[config.mk]
export PLATFORM = sky130hd
export DESIGN_NAME = php_page_history_protect
export DESIGN_NICKNAME = d
export VERILOG_FILES = /design/src/hdl/php_page_history_protect.v
export VERILOG_INCLUDE_DIRS = /design/src /design/src/hdl
export SDC_FILE = /design/constraint.sdc
export NUM_CORES = 1
export LEC_CHECK = 0
export ABC_AREA = 1
export ABC_CLOCK_PERIOD_IN_PS = 5600
export BUFFER_PORTS_ARGS = -buffer_cell sky130_fd_sc_hd__buf_2
export CAP_MARGIN = 20
export CORE_ASPECT_RATIO = 0.6
export CORE_UTILIZATION = 50
export CTS_BUF_LIST = sky130_fd_sc_hd__clkbuf_4 sky130_fd_sc_hd__clkbuf_8 sky130_fd_sc_hd__clkbuf_16
export DETAILED_ROUTE_END_ITERATION = 10
export PLACE_DENSITY = 0.67
export SETUP_SLACK_MARGIN = 0.4
export SYNTH_ARGS = -nofsm -noshare
export SYNTH_HDL_FRONTEND = slang
export SYNTH_SLANG_ARGS = --single-unit
[constraint.sdc]
create_clock -name sys_clk -period 5.6 [get_ports sys_clk]
set_input_delay 1.12 -clock sys_clk [delete_from_list [all_inputs] [get_ports sys_clk]]
set_output_delay 1.12 -clock sys_clk [all_outputs]
set_load 0.05 [all_outputs]
[src/hdl/php_regs.vh]
// register map, entry field positions and encodings for the page history and protection block
`ifndef PHP_REGS_VH
`define PHP_REGS_VH

// apb register byte offsets
`define PHP_OFF_CTRL      8'h00
`define PHP_OFF_PTBASE    8'h04
`define PHP_OFF_DCAUSE    8'h08
`define PHP_OFF_SAVED     8'h0C
`define PHP_OFF_STATUS    8'h10

// control and status bit positions
`define PHP_CTRL_INV      0
`define PHP_STAT_BUSY     0
`define PHP_STAT_SHARED   1

// reset values
`define PHP_PTBASE_RST    32'h00000000
`define PHP_ZERO32        32'h00000000

// second entry word, little-endian positions (bit n here is bit 31-n in the entry figure)
`define PHP_W1_R          8
`define PHP_W1_C          7
`define PHP_W1_W          6
`define PHP_W1_I          5
`define PHP_W1_PP_HI      1
`define PHP_W1_PP_LO      0
`define PHP_W1_PPN_HI     31
`define PHP_W1_PPN_LO     12

// fault cause positions (bit 4 and bit 6 counted from the msb)
`define PHP_CAUSE_PROT    27
`define PHP_CAUSE_STORE   25

// logical address split
`define PHP_PAGE_HI       31
`define PHP_PAGE_LO       12
`define PHP_OFS_HI        11
`define PHP_OFS_LO        0

// entry address: base + page * 8 + 4 selects the second word
`define PHP_ENTRY_PAD     9'h000
`define PHP_ENTRY_LOW     3'h4

// access kinds from the pipelines
`define PHP_K_LOAD        3'h0
`define PHP_K_STORE       3'h1
`define PHP_K_FETCH       3'h2
`define PHP_K_TOUCHL      3'h3
`define PHP_K_TOUCHS      3'h4
`define PHP_K_ZERO        3'h5

// page protection encodings
`define PHP_PP_K0RW       2'h0
`define PHP_PP_K1RO       2'h1
`define PHP_PP_RW         2'h2

`endif

[src/hdl/php_page_history_protect.v]
// page history recording and page protection check with a small translation cache
//
// The implementer's own choices: the register offsets and register access over APB.
`timescale 1ns/10ps
`include "php_regs.vh"

// Behaviour
// - no history for block map translations or io segment accesses
// - history kept only while the relevant translation enable is on
// - on cache miss the entry search also sets touched and dirty as needed
// - hit pattern 10: read does nothing, allowed store sets cached dirty, searches memory
// - hit pattern 11: no history update for read or write
// - every cache entry is filled with its touched flag set
// - on hit the dirty update depends only on the cached dirty flag
// - cache touch operations never set touched or dirty flags
// - each entry search sets touched in memory; hardware never clears it
// - touched may be set by unexecuted fetches and faulting accesses
// - dirty set in cache and memory only when protection permits the store
// - memory flag updates use separate single-beat reads and writes, not atomics
// - entry fetches are global nonexclusive reads, never read-with-intent-to-modify
// - after a cache match the access is checked against page protection
// - prohibited data access: data exception, cause bit 4, plus bit 6 for stores
// - prohibited fetch: instruction exception, saved state bit 4 set
// - prohibited store may still fill the cache and set touched
// - line zero on write-through or cache-inhibited page raises alignment exception
// - touched flag is entry word bit 23, dirty flag bit 24
module php_page_history_protect #(
  parameter IDX_W = 4
) (
  input  wire        sys_clk,
  input  wire        arst_n,
  // apb slave
  input  wire        psel,
  input  wire        penable,
  input  wire        pwrite,
  input  wire [7:0]  paddr,
  input  wire [31:0] pwdata,
  output reg  [31:0] prdata,
  output wire        pready,
  output reg         pslverr,
  // pipeline request
  input  wire        reqValid,
  output wire        reqReady,
  input  wire [2:0]  reqKind,
  input  wire [31:0] reqAddr,
  input  wire        reqKey,
  input  wire        reqBlockMapHit,
  input  wire        reqIoSeg,
  input  wire        instrXlateOn,
  input  wire        dataXlateOn,
  // pipeline answer
  output reg         rspValid,
  output reg  [31:0] rspPhysAddr,
  output reg         rspDataExc,
  output reg         rspInstrExc,
  output reg         rspAlignExc,
  // system bus master
  output reg         busReq,
  output reg         busWrite,
  output reg  [31:0] busAddr,
  output reg  [31:0] busWdata,
  output wire        busGlobal,
  output wire        busRwitm,
  output wire        busSingleBeat,
  input  wire        busAck,
  input  wire [31:0] busRdata,
  input  wire        shared_resp
);

  localparam DEPTH   = 1 << IDX_W;
  localparam S_IDLE  = 2'h0;
  localparam S_READ  = 2'h1;
  localparam S_WRITE = 2'h2;

  // translation cache storage
  reg  [19:0]      cacheTag_ff [0:DEPTH-1];
  reg  [31:0]      cacheW1_ff  [0:DEPTH-1];
  reg  [DEPTH-1:0] cacheVld_ff;

  reg  [1:0]       state_ff;
  reg  [1:0]       nxt_state;
  reg  [2:0]       kind_ff;
  reg  [2:0]       nxt_kind;
  reg  [31:0]      addr_ff;
  reg  [31:0]      nxt_addr;
  reg              key_ff;
  reg              nxt_key;
  reg              hit_ff;
  reg              nxt_hit;
  reg              pendProt_ff;
  reg              nxt_pendProt;
  reg              pendAlign_ff;
  reg              nxt_pendAlign;
  reg  [31:0]      pendPhys_ff;
  reg  [31:0]      nxt_pendPhys;
  reg  [31:0]      ptBase_ff;
  reg  [31:0]      dataFaultCause_ff;
  reg  [31:0]      faultSavedState_ff;
  reg              lastShared_ff;
  reg              nxt_busReq;
  reg              nxt_busWrite;
  reg  [31:0]      nxt_busAddr;
  reg  [31:0]      nxt_busWdata;

  // finishing strobes and cache write port, decided in the comb block
  reg              fin;
  reg              finProt;
  reg              finAlign;
  reg  [31:0]      finPhys;
  reg              cacheWe;
  reg  [IDX_W-1:0] cacheWIdx;
  reg  [19:0]      cacheWTag;
  reg  [31:0]      cacheWData;

  // request decode
  wire [19:0]      reqPage    = reqAddr[`PHP_PAGE_HI:`PHP_PAGE_LO];
  wire [IDX_W-1:0] reqIdx     = reqAddr[`PHP_PAGE_LO+IDX_W-1:`PHP_PAGE_LO];
  wire [31:0]      hitW1      = cacheW1_ff[reqIdx];
  wire             hitNow     = cacheVld_ff[reqIdx] && (cacheTag_ff[reqIdx] == reqPage);
  wire             reqFetch   = (reqKind == `PHP_K_FETCH);
  wire             reqTouch   = (reqKind == `PHP_K_TOUCHL) || (reqKind == `PHP_K_TOUCHS);
  wire             reqZero    = (reqKind == `PHP_K_ZERO);
  wire             reqWr      = (reqKind == `PHP_K_STORE) || reqZero;
  wire             reqXlate   = reqFetch ? instrXlateOn : dataXlateOn;
  wire             reqBypass  = !reqXlate || reqBlockMapHit || reqIoSeg;
  wire             hitCached  = hitW1[`PHP_W1_C];
  wire             hitAlign   = reqZero && (hitW1[`PHP_W1_W] || hitW1[`PHP_W1_I]);
  wire [31:0]      entryAddr  = ptBase_ff + {`PHP_ENTRY_PAD, reqPage, `PHP_ENTRY_LOW};
  wire [31:0]      hitPhys    = {hitW1[`PHP_W1_PPN_HI:`PHP_W1_PPN_LO], reqAddr[`PHP_OFS_HI:`PHP_OFS_LO]};

  // latched request decode for the memory path
  wire [IDX_W-1:0] curIdx     = addr_ff[`PHP_PAGE_LO+IDX_W-1:`PHP_PAGE_LO];
  wire             curZero    = (kind_ff == `PHP_K_ZERO);
  wire             curWr      = (kind_ff == `PHP_K_STORE) || curZero;
  wire             memAlign   = curZero && (busRdata[`PHP_W1_W] || busRdata[`PHP_W1_I]);
  wire             memPermit;
  wire             memSetC    = curWr && memPermit && !memAlign;
  wire [31:0]      memNew     = busRdata | (`PHP_ZERO32 | ({31'h00000000, 1'b1} << `PHP_W1_R))
                                         | ({31'h00000000, memSetC} << `PHP_W1_C);
  wire [31:0]      memPhys    = {busRdata[`PHP_W1_PPN_HI:`PHP_W1_PPN_LO], addr_ff[`PHP_OFS_HI:`PHP_OFS_LO]};

  // page protection from key and pp bits; fetches count as reads
  function permit;
    input [1:0] pp;
    input       key;
    input       wr;
    begin
      case (pp)
        `PHP_PP_K0RW: permit = ~key;
        `PHP_PP_K1RO: permit = ~key | ~wr;
        `PHP_PP_RW:   permit = 1'b1;
        default:      permit = ~wr;
      endcase
    end
  endfunction

  wire hitPermit = permit(hitW1[`PHP_W1_PP_HI:`PHP_W1_PP_LO], reqKey, reqWr);
  assign memPermit = permit(busRdata[`PHP_W1_PP_HI:`PHP_W1_PP_LO], key_ff, curWr);

  // entry traffic is always a global plain read or plain write, one beat each
  assign busGlobal     = 1'b1;
  assign busRwitm      = 1'b0;
  assign busSingleBeat = 1'b1;
  assign reqReady      = (state_ff == S_IDLE);
  assign pready        = 1'b1;

  // main sequencing: lookup in idle, then optional entry read and write-back
  always @* begin
    nxt_state     = state_ff;
    nxt_kind      = kind_ff;
    nxt_addr      = addr_ff;
    nxt_key       = key_ff;
    nxt_hit       = hit_ff;
    nxt_pendProt  = pendProt_ff;
    nxt_pendAlign = pendAlign_ff;
    nxt_pendPhys  = pendPhys_ff;
    nxt_busReq    = busReq;
    nxt_busWrite  = busWrite;
    nxt_busAddr   = busAddr;
    nxt_busWdata  = busWdata;
    fin           = 1'b0;
    finProt       = 1'b0;
    finAlign      = 1'b0;
    finPhys       = reqAddr;
    cacheWe       = 1'b0;
    cacheWIdx     = reqIdx;
    cacheWTag     = reqPage;
    cacheWData    = hitW1;
    case (state_ff)
      S_IDLE: begin
        if (reqValid) begin
          nxt_kind    = reqKind;
          nxt_addr    = reqAddr;
          nxt_key     = reqKey;
          nxt_hit     = hitNow;
          nxt_busAddr = entryAddr;
          if (reqBypass) begin
            // untranslated, block mapped or io segment: pass through, no history
            fin = 1'b1;
          end else if (reqTouch) begin
            // touch hints never start a search nor mark the page
            fin     = 1'b1;
            finPhys = hitNow ? hitPhys : reqAddr;
          end else if (hitNow) begin
            finPhys = hitPhys;
            if (hitAlign) begin
              fin      = 1'b1;
              finAlign = 1'b1;
            end else if (!hitPermit) begin
              fin     = 1'b1;
              finProt = 1'b1;
            end else if (reqWr && !hitCached) begin
              // pattern 10 store: mark cached copy now, then fix memory
              cacheWe       = 1'b1;
              cacheWData    = hitW1 | ({31'h00000000, 1'b1} << `PHP_W1_C);
              nxt_pendProt  = 1'b0;
              nxt_pendAlign = 1'b0;
              nxt_pendPhys  = hitPhys;
              nxt_busReq    = 1'b1;
              nxt_busWrite  = 1'b0;
              nxt_state     = S_READ;
            end else begin
              fin = 1'b1;
            end
          end else begin
            // miss: fetch the second entry word to fill and mark history
            nxt_busReq   = 1'b1;
            nxt_busWrite = 1'b0;
            nxt_state    = S_READ;
          end
        end
      end
      S_READ: begin
        if (busAck) begin
          nxt_busReq = 1'b0;
          cacheWIdx  = curIdx;
          cacheWTag  = addr_ff[`PHP_PAGE_HI:`PHP_PAGE_LO];
          cacheWData = memNew;
          // fill keeps touched set even for a faulting access
          cacheWe = !hit_ff;
          if (!hit_ff) begin
            nxt_pendAlign = memAlign;
            nxt_pendProt  = !memAlign && !memPermit;
            nxt_pendPhys  = memPhys;
          end
          if (memNew != busRdata) begin
            // separate write of the same word, other fields as read
            nxt_busReq   = 1'b1;
            nxt_busWrite = 1'b1;
            nxt_busWdata = memNew;
            nxt_state    = S_WRITE;
          end else begin
            fin       = 1'b1;
            finProt   = hit_ff ? 1'b0 : (!memAlign && !memPermit);
            finAlign  = hit_ff ? 1'b0 : memAlign;
            finPhys   = hit_ff ? pendPhys_ff : memPhys;
            nxt_state = S_IDLE;
          end
        end
      end
      S_WRITE: begin
        if (busAck) begin
          nxt_busReq   = 1'b0;
          nxt_busWrite = 1'b0;
          fin          = 1'b1;
          finProt      = pendProt_ff;
          finAlign     = pendAlign_ff;
          finPhys      = pendPhys_ff;
          nxt_state    = S_IDLE;
        end
      end
      default: begin
        nxt_state  = S_IDLE;
        nxt_busReq = 1'b0;
      end
    endcase
  end

  // apb decode; a write lands in the access phase, read data is captured in setup
  wire apbWr     = psel && penable && pwrite;
  wire apbSetup  = psel && !penable;
  wire invAll    = apbWr && (paddr == `PHP_OFF_CTRL) && pwdata[`PHP_CTRL_INV];
  wire curFetch  = (state_ff == S_IDLE) ? reqFetch : (kind_ff == `PHP_K_FETCH); // stale kind ignored when idle
  wire faultData = fin && finProt && !curFetch;
  wire faultInst = fin && finProt && curFetch;
  wire faultSt   = (state_ff == S_IDLE) ? reqWr : curWr;
  wire clrCause  = apbWr && (paddr == `PHP_OFF_DCAUSE);
  wire clrSaved  = apbWr && (paddr == `PHP_OFF_SAVED);
  wire [31:0] setCause = ({31'h00000000, faultData} << `PHP_CAUSE_PROT)
                       | ({31'h00000000, faultData && faultSt} << `PHP_CAUSE_STORE);
  wire [31:0] setSaved = ({31'h00000000, faultInst} << `PHP_CAUSE_PROT);

  // sequencer, bus and answer registers
  always @(posedge sys_clk or negedge arst_n) begin
    if (!arst_n) begin
      state_ff     <= S_IDLE;
      kind_ff      <= `PHP_K_LOAD;
      addr_ff      <= `PHP_ZERO32;
      key_ff       <= 1'b0;
      hit_ff       <= 1'b0;
      pendProt_ff  <= 1'b0;
      pendAlign_ff <= 1'b0;
      pendPhys_ff  <= `PHP_ZERO32;
      busReq       <= 1'b0;
      busWrite     <= 1'b0;
      busAddr      <= `PHP_ZERO32;
      busWdata     <= `PHP_ZERO32;
      rspValid     <= 1'b0;
      rspPhysAddr  <= `PHP_ZERO32;
      rspDataExc   <= 1'b0;
      rspInstrExc  <= 1'b0;
      rspAlignExc  <= 1'b0;
    end else begin
      state_ff     <= nxt_state;
      kind_ff      <= nxt_kind;
      addr_ff      <= nxt_addr;
      key_ff       <= nxt_key;
      hit_ff       <= nxt_hit;
      pendProt_ff  <= nxt_pendProt;
      pendAlign_ff <= nxt_pendAlign;
      pendPhys_ff  <= nxt_pendPhys;
      busReq       <= nxt_busReq;
      busWrite     <= nxt_busWrite;
      busAddr      <= nxt_busAddr;
      busWdata     <= nxt_busWdata;
      rspValid     <= fin;
      rspPhysAddr  <= fin ? finPhys : rspPhysAddr;
      rspDataExc   <= faultData;
      rspInstrExc  <= faultInst;
      rspAlignExc  <= fin && finAlign;
    end
  end

  // cache valid bits; an invalidate loses to nothing but a same-cycle fill
  always @(posedge sys_clk or negedge arst_n) begin
    if (!arst_n) begin
      cacheVld_ff <= {DEPTH{1'b0}};
    end else if (cacheWe) begin
      cacheVld_ff <= (invAll ? {DEPTH{1'b0}} : cacheVld_ff) | ({{(DEPTH-1){1'b0}}, 1'b1} << cacheWIdx);
    end else if (invAll) begin
      cacheVld_ff <= {DEPTH{1'b0}};
    end
  end

  // tag and entry word storage needs no reset, the valid bits guard it
  always @(posedge sys_clk) begin
    if (cacheWe) begin
      cacheTag_ff[cacheWIdx] <= cacheWTag;
      cacheW1_ff[cacheWIdx]  <= cacheWData;
    end
  end

  // software registers; hardware set wins over a write-one-to-clear
  always @(posedge sys_clk or negedge arst_n) begin
    if (!arst_n) begin
      ptBase_ff          <= `PHP_PTBASE_RST;
      dataFaultCause_ff  <= `PHP_ZERO32;
      faultSavedState_ff <= `PHP_ZERO32;
      lastShared_ff      <= 1'b0;
    end else begin
      if (apbWr && (paddr == `PHP_OFF_PTBASE)) begin
        ptBase_ff <= pwdata;
      end
      dataFaultCause_ff  <= (dataFaultCause_ff & ~(clrCause ? pwdata : `PHP_ZERO32)) | setCause;
      faultSavedState_ff <= (faultSavedState_ff & ~(clrSaved ? pwdata : `PHP_ZERO32)) | setSaved;
      // shared indication only observed, the bus side keeps it low when exclusive
      if ((state_ff == S_READ) && busAck) begin
        lastShared_ff <= shared_resp;
      end
    end
  end

  // read mux captured at setup, unmapped offsets answer with an error
  always @(posedge sys_clk or negedge arst_n) begin
    if (!arst_n) begin
      prdata  <= `PHP_ZERO32;
      pslverr <= 1'b0;
    end else if (apbSetup) begin
      pslverr <= 1'b0;
      case (paddr)
        `PHP_OFF_CTRL:   prdata <= `PHP_ZERO32;
        `PHP_OFF_PTBASE: prdata <= ptBase_ff;
        `PHP_OFF_DCAUSE: prdata <= dataFaultCause_ff;
        `PHP_OFF_SAVED:  prdata <= faultSavedState_ff;
        `PHP_OFF_STATUS: prdata <= (`PHP_ZERO32 | ({31'h00000000, state_ff != S_IDLE} << `PHP_STAT_BUSY))
                                 | ({31'h00000000, lastShared_ff} << `PHP_STAT_SHARED);
        default: begin
          prdata  <= `PHP_ZERO32;
          pslverr <= 1'b1;
        end
      endcase
    end
  end

endmodule

[Word-level counts from Yosys, hierarchy flattened]
Memories as Yosys holds them, arrays and structs flattened.
Index checks and enable logic that the tools add are counted.
Word-level totals
  bits in registers: 321
  memory bits (writable): 832
  input bits: 120
  logic and storage cells: 256
  memories: 2
Memory list
  cacheW1_ff: words 16, bits a word 32, read ports 1, clocked after memory_dff 0, write ports 1, line php_page_history_protect.v:77  | reg [31:0] cacheW1_ff [0:DEPTH-1];
  cacheTag_ff: words 16, bits a word 20, read ports 1, clocked after memory_dff 0, write ports 1, line php_page_history_protect.v:76  | reg [19:0] cacheTag_ff [0:DEPTH-1];
Cells by class
  $add $sub $neg: 1
  $lt $le $gt $ge: 1
  equality and inequality tests: 34
  shift operators: 1
  muxes and demuxes: 128
  bitwise gates (word level): 16
  reductions and logical operators: 49
Operator list (number)
  2-to-1 mux 32 bit: 18
  case mux 32 bit (2 select lines): 2
  case mux 32 bit (4 select lines): 1
  case mux 32 bit (3 select lines): 1
  2-to-1 mux 1 bit: 71
  AND 32 bit: 2
  inverter 32 bit: 2
  bitwise OR 32 x 28 -> 32 bit: 2
  2-to-1 mux 8 bit: 7
  2-to-1 mux 20 bit: 2
  adder 32 x 23 -> 32 bit: 1
  2-to-1 mux 16 bit: 2
  != test 32 bit: 1
  bitwise OR 32 x 8 -> 32 bit: 1
  bitwise OR 28 x 26 -> 28 bit: 1
  logical AND 1 bit: 21
  case mux 1 bit (3 select lines): 7
  == test 20 bit: 1
  2-to-1 mux 2 bit: 10
  AND reduction 10 bit: 2
  == test 8 x 4 -> 1 bit (second input constant): 2
  != test 2 bit (second input constant): 8
  bitwise OR 16 bit: 1
  left shift 1 x 4 -> 16 bit (first input constant): 1
  29 further kinds: 63

[Longest topological paths before layout]
Gate-level depths: netlist of run 1.
  word-level depth: 17
  gate-level depth with buffers: 23
  mapped depth without buffers: 20

[Least setup slack after synthesis of run 1]
OpenSTA, ideal clock, no wires.
  path kind: input to register
  start point: input port reqAddr[12]
  end point: register busAddr[28]
  setup time: 0.118 ns
  arrival: 4.275 ns
  path slack: 1.207 ns
  cell stages on the path: 22
  buffers on the path: 6
  path through: buf_6 > inv_4 > buf_6 > buf_6 > buf_2 > clkbuf_1 > clkbuf_1 > fa_1 > inv_1 > nand3_1 > nand2_1 > nand2_1 > nand2_1 > a21oi_1 > o21ai_0 > a21boi_0 > o21ai_0 > nand2_1 > o21ai_0 > nand3_1 > nand3_1 > nand2_1
On the way
  cells in the longest elaborated chain, start to end: 1
RTL lines
  start: declaration: line php_page_history_protect.v:45  | input wire [31:0] reqAddr,
  adder 32 x 23 -> 32 bit: line php_page_history_protect.v:128  | wire [31:0] entryAddr = ptBase_ff + {`PHP_ENTRY_PAD, reqPage, `PHP_ENTRY_LOW};
  end signal: assignment: line php_page_history_protect.v:306  | busAddr <= `PHP_ZERO32;
  end signal: assignment: line php_page_history_protect.v:324  | busAddr <= nxt_busAddr;
  end: declaration: line php_page_history_protect.v:60  | output reg [31:0] busAddr,
No other way between the ends.
A chain may end at the register's enable or synchronous reset.

[Worst setup path after layout of run 1]
  start point: input port reqAddr[13]
  end point: memory cacheW1_ff[2][17], enable pin
On the way
  cells in the longest elaborated chain, start to end: 13
  elaborated cells between the ends (all ways): 26
RTL lines (line)
  branches (longest 13 deep; another with memory (16 x 32 bit))
  end: declaration: php_page_history_protect.v:77
Parallel ways; which one is timed is not known. The select of a mux whose other input is x is not followed.

==> results_dict.tcl, run 1 <==
set metrics [dict create \
    required_ns 5.96 \
    grt_pass1_wl_um 203000 \
    slew_viol_final 0 \
    post_cts_buffers 0 \
    cts.sinks 1041 \
    hold_buffers 0 \
    vias 34000 \
    grt_max_degree 121 \
    async_flop_share 0.308 \
    wl_um 136000 \
    synth_area_mm2 0.0453 \
    dp_hpwl_um 88800 \
    critPathLaunchType "input port" \
    period_share 0.806 \
    yosysSeqAreaShare 0.654 \
    skew_ns 0.0408 \
    critical_path_arrival_ns 4.88 \
    slew_headroom 0.310 \
    ys.flop_type "edfxtp_1" \
    track_usage 0.296 \
    fin_area_mm2 0.0510 \
    largest_reg_flops 400 \
    fillerInstances 7602 \
    io_pins 260 \
    hp-class "reg -> reg" \
    die-area_mm2 0.0919 \
    syn_area_per_cell_um2 10.2 \
    ys_warn_count 0 \
    final_cell_mix "966 x nand2_1, 720 x edfxtp_1, 602 x o21ai_0" \
    die_w_um 391 \
    tritoncts "done" \
    nets 4762 \
    drive_gt1_frac 0.118 \
    cts_max_level 3 \
    worst_slew_pin_slew_ns 1.03 \
    post_cts_resize_count 0 \
    drc 0 \
    synth-seq-cells 1041 \
    timing.hold.ws_ns 0.464 \
    fp-row-count 85 \
    syn_inst 4424 \
    rsz0062_at_grt "false" \
    cts_inserted_buffers 91 \
    end_kind "flip-flop" \
    grt.overflow.total 0 \
    largestRegisters "cacheW1_ff (400), cacheTag_ff (320)" \
    powerDensity_mw_per_mm2 431 \
    clock_latency_ns 0.70 \
    setup_tns_ns 0 \
    layout-area-overhead-vs-synth_pct 12.5 \
    synth_edf_count 720 \
    largest_register "cacheW1_ff" \
    cts_root_buf "clkbuf_16" \
    vdd_ir_drop_max_uv 394 \
    hold_viol_final 0 \
    drt_iter0_markers 3785 \
    path_clk_slew_ns 0.07 \
    wire_per_inst_um 22.9 \
    finalSetupViolCount 0 \
    drv_cap 0 \
    leakagePower_uw 0.0211 \
    final_common_cell "nand2_1" \
    fmax_mhz 222 \
    grt_pass1_vias 31400 \
    criticalPathCategory "in -> reg" \
    core_mm2 0.0898 \
    ys_types 44 \
    dr.pass1.iters 6 \
    status "finished, final reports clean" \
    grt_antenna_before_repair 18 \
    fin_crit_ns 4.51 \
    via_per_inst 5.75 \
    initial_core_util 0.505 \
    routabilityCongestion 0.968 \
    ant_nets 0 \
    die_y_um 235 \
    clockBufferDepth 3 \
    portBuffers 255 \
    placed_area_mm2 0.0480 \
    crit_fanout 93 \
]
[cells in the mapped netlist (28+ instances only)]
| master | count | area, um2 |
|---|---|---|
| o211ai_1 | 90 | 676 |
| buf_2 | 35 | 175 |
| edfxtp_1 | 720 | 21600 |
| inv_1 | 346 | 1300 |
| o21ai_0 | 604 | 3020 |
| dfrtp_1 | 321 | 8030 |
| nand2_1 | 968 | 3630 |
| nor2_1 | 491 | 1840 |
| a21oi_1 | 54 | 270 |
| clkbuf_1 | 177 | 664 |
| o22ai_1 | 33 | 206 |
| o221ai_1 | 83 | 727 |
| buf_6 | 28 | 315 |
| o21ai_1 | 49 | 245 |
| nand3_1 | 252 | 1260 |
[power by group]
group	total, uW	switching (uW)	internal, uW	leakage, uW
Sequential	9960	414	9540	0.0106
Clock	6340	2900	3440	0.00147
Combinational	5690	4410	1280	0.00901
[final cells by class]
cell class                 instances  area (um2)  share of cell area
sequential                      1041       29700               0.582
multi-input combinational       2765       13100               0.256
clock buffer                     125        2590              0.0508
timing repair buffer             365        2440              0.0479
tap                             1218        1520              0.0299
inverter                         353        1340              0.0263
clock inverter                    43         334             0.00655
antenna                           11        27.5            0.000540
[worst max-delay path, cell delays in order]
cell,delay (ns)
buf_4,0.15
inv_6,0.56
buf_4,0.28
o211ai_1,0.10
nand3_1,0.11
nand3_1,0.07
nand2_1,0.07
nand2_1,0.04
nor2_1,0.16
nand2_1,0.08
nor2_1,0.25
nand3_1,0.19
nor2_4,0.27
nand2_1,0.14
o22ai_2,0.10
buf_4,0.23
nand3_1,0.13
inv_2,0.38
buf_12,0.30
[layer usage]
layer / track usage / up-vias / part of all wire
met5: 0 / - / 0.00099
met4: 0.0835 / 22 / 0.027
li1: - / 15600 / -
met2: 0.405 / 1766 / 0.42
met3: 0.0988 / 260 / 0.13
met1: 0.444 / 16400 / 0.43
[kinds of logic after synthesis]
group,Yosys count,share of synthesized area
other,2,0.000166
buffers and inverters,620,0.0583
adders and majority gates,25,0.00707
AOI/OAI and AO/OA,947,0.119
DFF,1041,0.654
xor gates and xnor gates,18,0.00348
and+or+nand+nor,1771,0.157
[through the flow]
| step | total power (uW) | setup slack [ns] | std cells | utilization |
|---|---|---|---|---|
| 6_report | 22000 | 1.09 | 5921 | 0.568 |
| 5_1_grt | 22800 | 0.897 | 5915 | 0.568 |
| 4_1_cts | 21900 | 1.19 | 5909 | 0.568 |
| 3_5_place_dp | 15700 | 0.457 | 5741 | 0.535 |
| 3_3_place_gp | 15600 | 0.564 | 5740 | 0.535 |
| 2_1_floorplan | 13700 | 1.21 | 4426 | - |
[path summary, 6_finish.rpt]
path,from,endpoint,slack [ns],cells after the start
worst max-delay path,reqAddr[13],cacheW1_ff[2][17],1.09,19
worst min-delay path,busWdata[8],busWdata[8],0.46,1
worst max register to register,state_ff[0],cacheW1_ff[2][17],1.87,12
worst min register to register,busWdata[8],busWdata[8],0.46,1
max in group asynchronous,arst_n,busWdata[24],3.83,2
min in group asynchronous,arst_n,addr_ff[4],0.47,1
Note: power is estimated with default switching activity, not from simulation.
==> run 2, diff against run 1 <==
- ABC_CLOCK_PERIOD_IN_PS: 5600 -> 4000
- PLACE_DENSITY: 0.67 -> 0.7
- clock period: 5.6 -> 4 ns (I/O delays scaled with it)
==> results_dict.tcl, run 2 (synthesis results as in run 1) <==
set metrics [dict create \
    switching_share 0.348 \
    p_comb_frac 0.263 \
    cts_root_buf "clkbuf_16" \
    io_pins 260 \
    end_kind "flip-flop" \
    vias 35300 \
    layout-area-overhead-vs-synth_pct 15.8 \
    clockBufferDepth 3 \
    status "finished, final reports clean" \
    finalPower_uw 31900 \
    critPathLaunchType "input port" \
    dp_hpwl_um 96300 \
    portBuffers 255 \
    grt_antenna_before_repair 14 \
    crit_fanout 63 \
    initial_core_util 0.505 \
    drc 0 \
    post_cts_buffers 0 \
    dr.pass1.iters 6 \
    ant_nets 0 \
    path_clk_slew_ns 0.07 \
    critical_path_arrival_ns 4.06 \
    fin_area_mm2 0.0525 \
    fin_crit_ns 3.50 \
    power.internal_uw 20800 \
    grt.overflow.total 0 \
    drive_gt1_frac 0.141 \
    criticalPathCategory "in -> reg" \
    worst_slew_pin_slew_ns 1.06 \
    grt_pass1_vias 32000 \
    final_common_cell "nand2_1" \
    tritoncts "done" \
    slew_viol_final 0 \
    slew_headroom 0.287 \
    die-area_mm2 0.0919 \
    largest_register "cacheW1_ff" \
    die_y_um 235 \
    hold_buffers 0 \
    wire_per_inst_um 23.6 \
    setup_tns_ns 0 \
    required_ns 4.56 \
    largest_reg_flops 400 \
    fmax_mhz 286 \
    drv_cap 0 \
    dp.cells 5848 \
    final_cell_mix "965 x nand2_1, 720 x edfxtp_1, 600 x o21ai_0" \
    skew_ns 0.0240 \
    cts.sinks 1041 \
    place_ws_ns -0.148 \
    leakagePower_uw 0.0217 \
    routabilityCongestion 0.992 \
    fp-row-count 85 \
    cts_inserted_buffers 90 \
    layout.cells.non_filler 6025 \
    finalSetupViolCount 0 \
    nets 4869 \
    hp-class "in -> async" \
    powerDensity_mw_per_mm2 607 \
    largestRegisters "cacheW1_ff (400), cacheTag_ff (320)" \
    post_cts_resize_count 1 \
    drt_iter0_markers 5044 \
    hold_viol_final 0 \
    core_mm2 0.0898 \
    grt_max_degree 106 \
    grt_pass1_wl_um 212000 \
    cts_max_level 3 \
    die_w_um 391 \
    vdd_ir_drop_max_uv 423 \
    pwr-share-seq 0.437 \
    clock_latency_ns 0.71 \
    switchingPower_uw 11100 \
    worst_slack_ns 0.503 \
    wl_um 142000 \
    clockPowerShare 0.300 \
    placed_area_mm2 0.0492 \
    via_per_inst 5.86 \
    rsz0062_at_grt "false" \
    period_share 0.874 \
    track_usage 0.308 \
]
[run 2: cell types whose count changed in the layout (fill, tap and decap cells not counted), moves of 4 or more]
cell        change
clkinv_2        +7
diode_2         -5
clkinvlp_4     +16
clkinv_16       +4
bufinv_16      +11
buf_4          +81
clkinv_1       -10
buf_12         +27
clkbuf_4       -11
inv_2          -16
clkinvlp_2      +6
[run 2: worst paths after layout]
check,start,end,slack (ns),cells past startpoint
setup reg to reg,state_ff[1],cacheW1_ff[1][6],0.60,9
min in group sys_clk,busRdata[10],busWdata[10],0.29,3
hold reg to reg,busWdata[10],busWdata[10],0.47,2
max in group asynchronous,arst_n,addr_ff[14],2.88,2
setup / recovery,reqAddr[12],busAddr[20],0.50,18
hold / removal,arst_n,addr_ff[3],0.13,1
[run 2: critical path: stages]
cell      delay [ns]
buf_8           0.12
clkinv_8        0.24
buf_4           0.30
fa_1            0.42
inv_1           0.11
nand3_1         0.08
nand2_1         0.11
nand2_1         0.07
nand2_1         0.14
a21oi_1         0.14
o21ai_2         0.17
buf_4           0.15
a31oi_1         0.11
o21ai_0         0.52
nand2_1         0.10
nand2_1         0.13
xnor2_1         0.18
o21ai_0         0.11
[run 2: per-stage QoR]
stage / hold slack (ns) / util
after CTS: 0.153 / 0.584
after detailed placement: 0.448 / 0.548
final: 0.129 / 0.585
after global placement: 0.450 / 0.548
after global routing: 0.182 / 0.585
after floorplan: 0.442 / -
[run 2: power by group through the flow]
stage               registers (uW)  clock network (uW)  logic [uW]
finish                       13900                9550        8370
global route                 14000               10000        8930
CTS                          13900                9590        8170
detailed placement           14100                   0        8150
global placement             14100                   0        8030
floorplan                    15600                   0        3660
[run 2: metal layers]
| layer | track usage | routed length (um) | up-vias |
|---|---|---|---|
| met3 | 0.0985 | 20200 | 248 |
| met4 | 0.0763 | 3180 | 20 |
| li1 | - | - | 15800 |
| met2 | 0.404 | 57400 | 2253 |
| met1 | 0.488 | 61300 | 17000 |
| met5 | 0 | 125 | - |
[run 2: area by class of cell]
| cell class | count | area (um2) |
|---|---|---|
| inverter | 353 | 1410 |
| clock inverter | 60 | 807 |
| tap | 1218 | 1520 |
| fill | 7461 | 37300 |
| timing repair buffer | 473 | 3590 |
| multi-input combinational | 2765 | 13100 |
| sequential | 1041 | 29700 |
| antenna | 6 | 15.0 |
| clock buffer | 109 | 2410 |
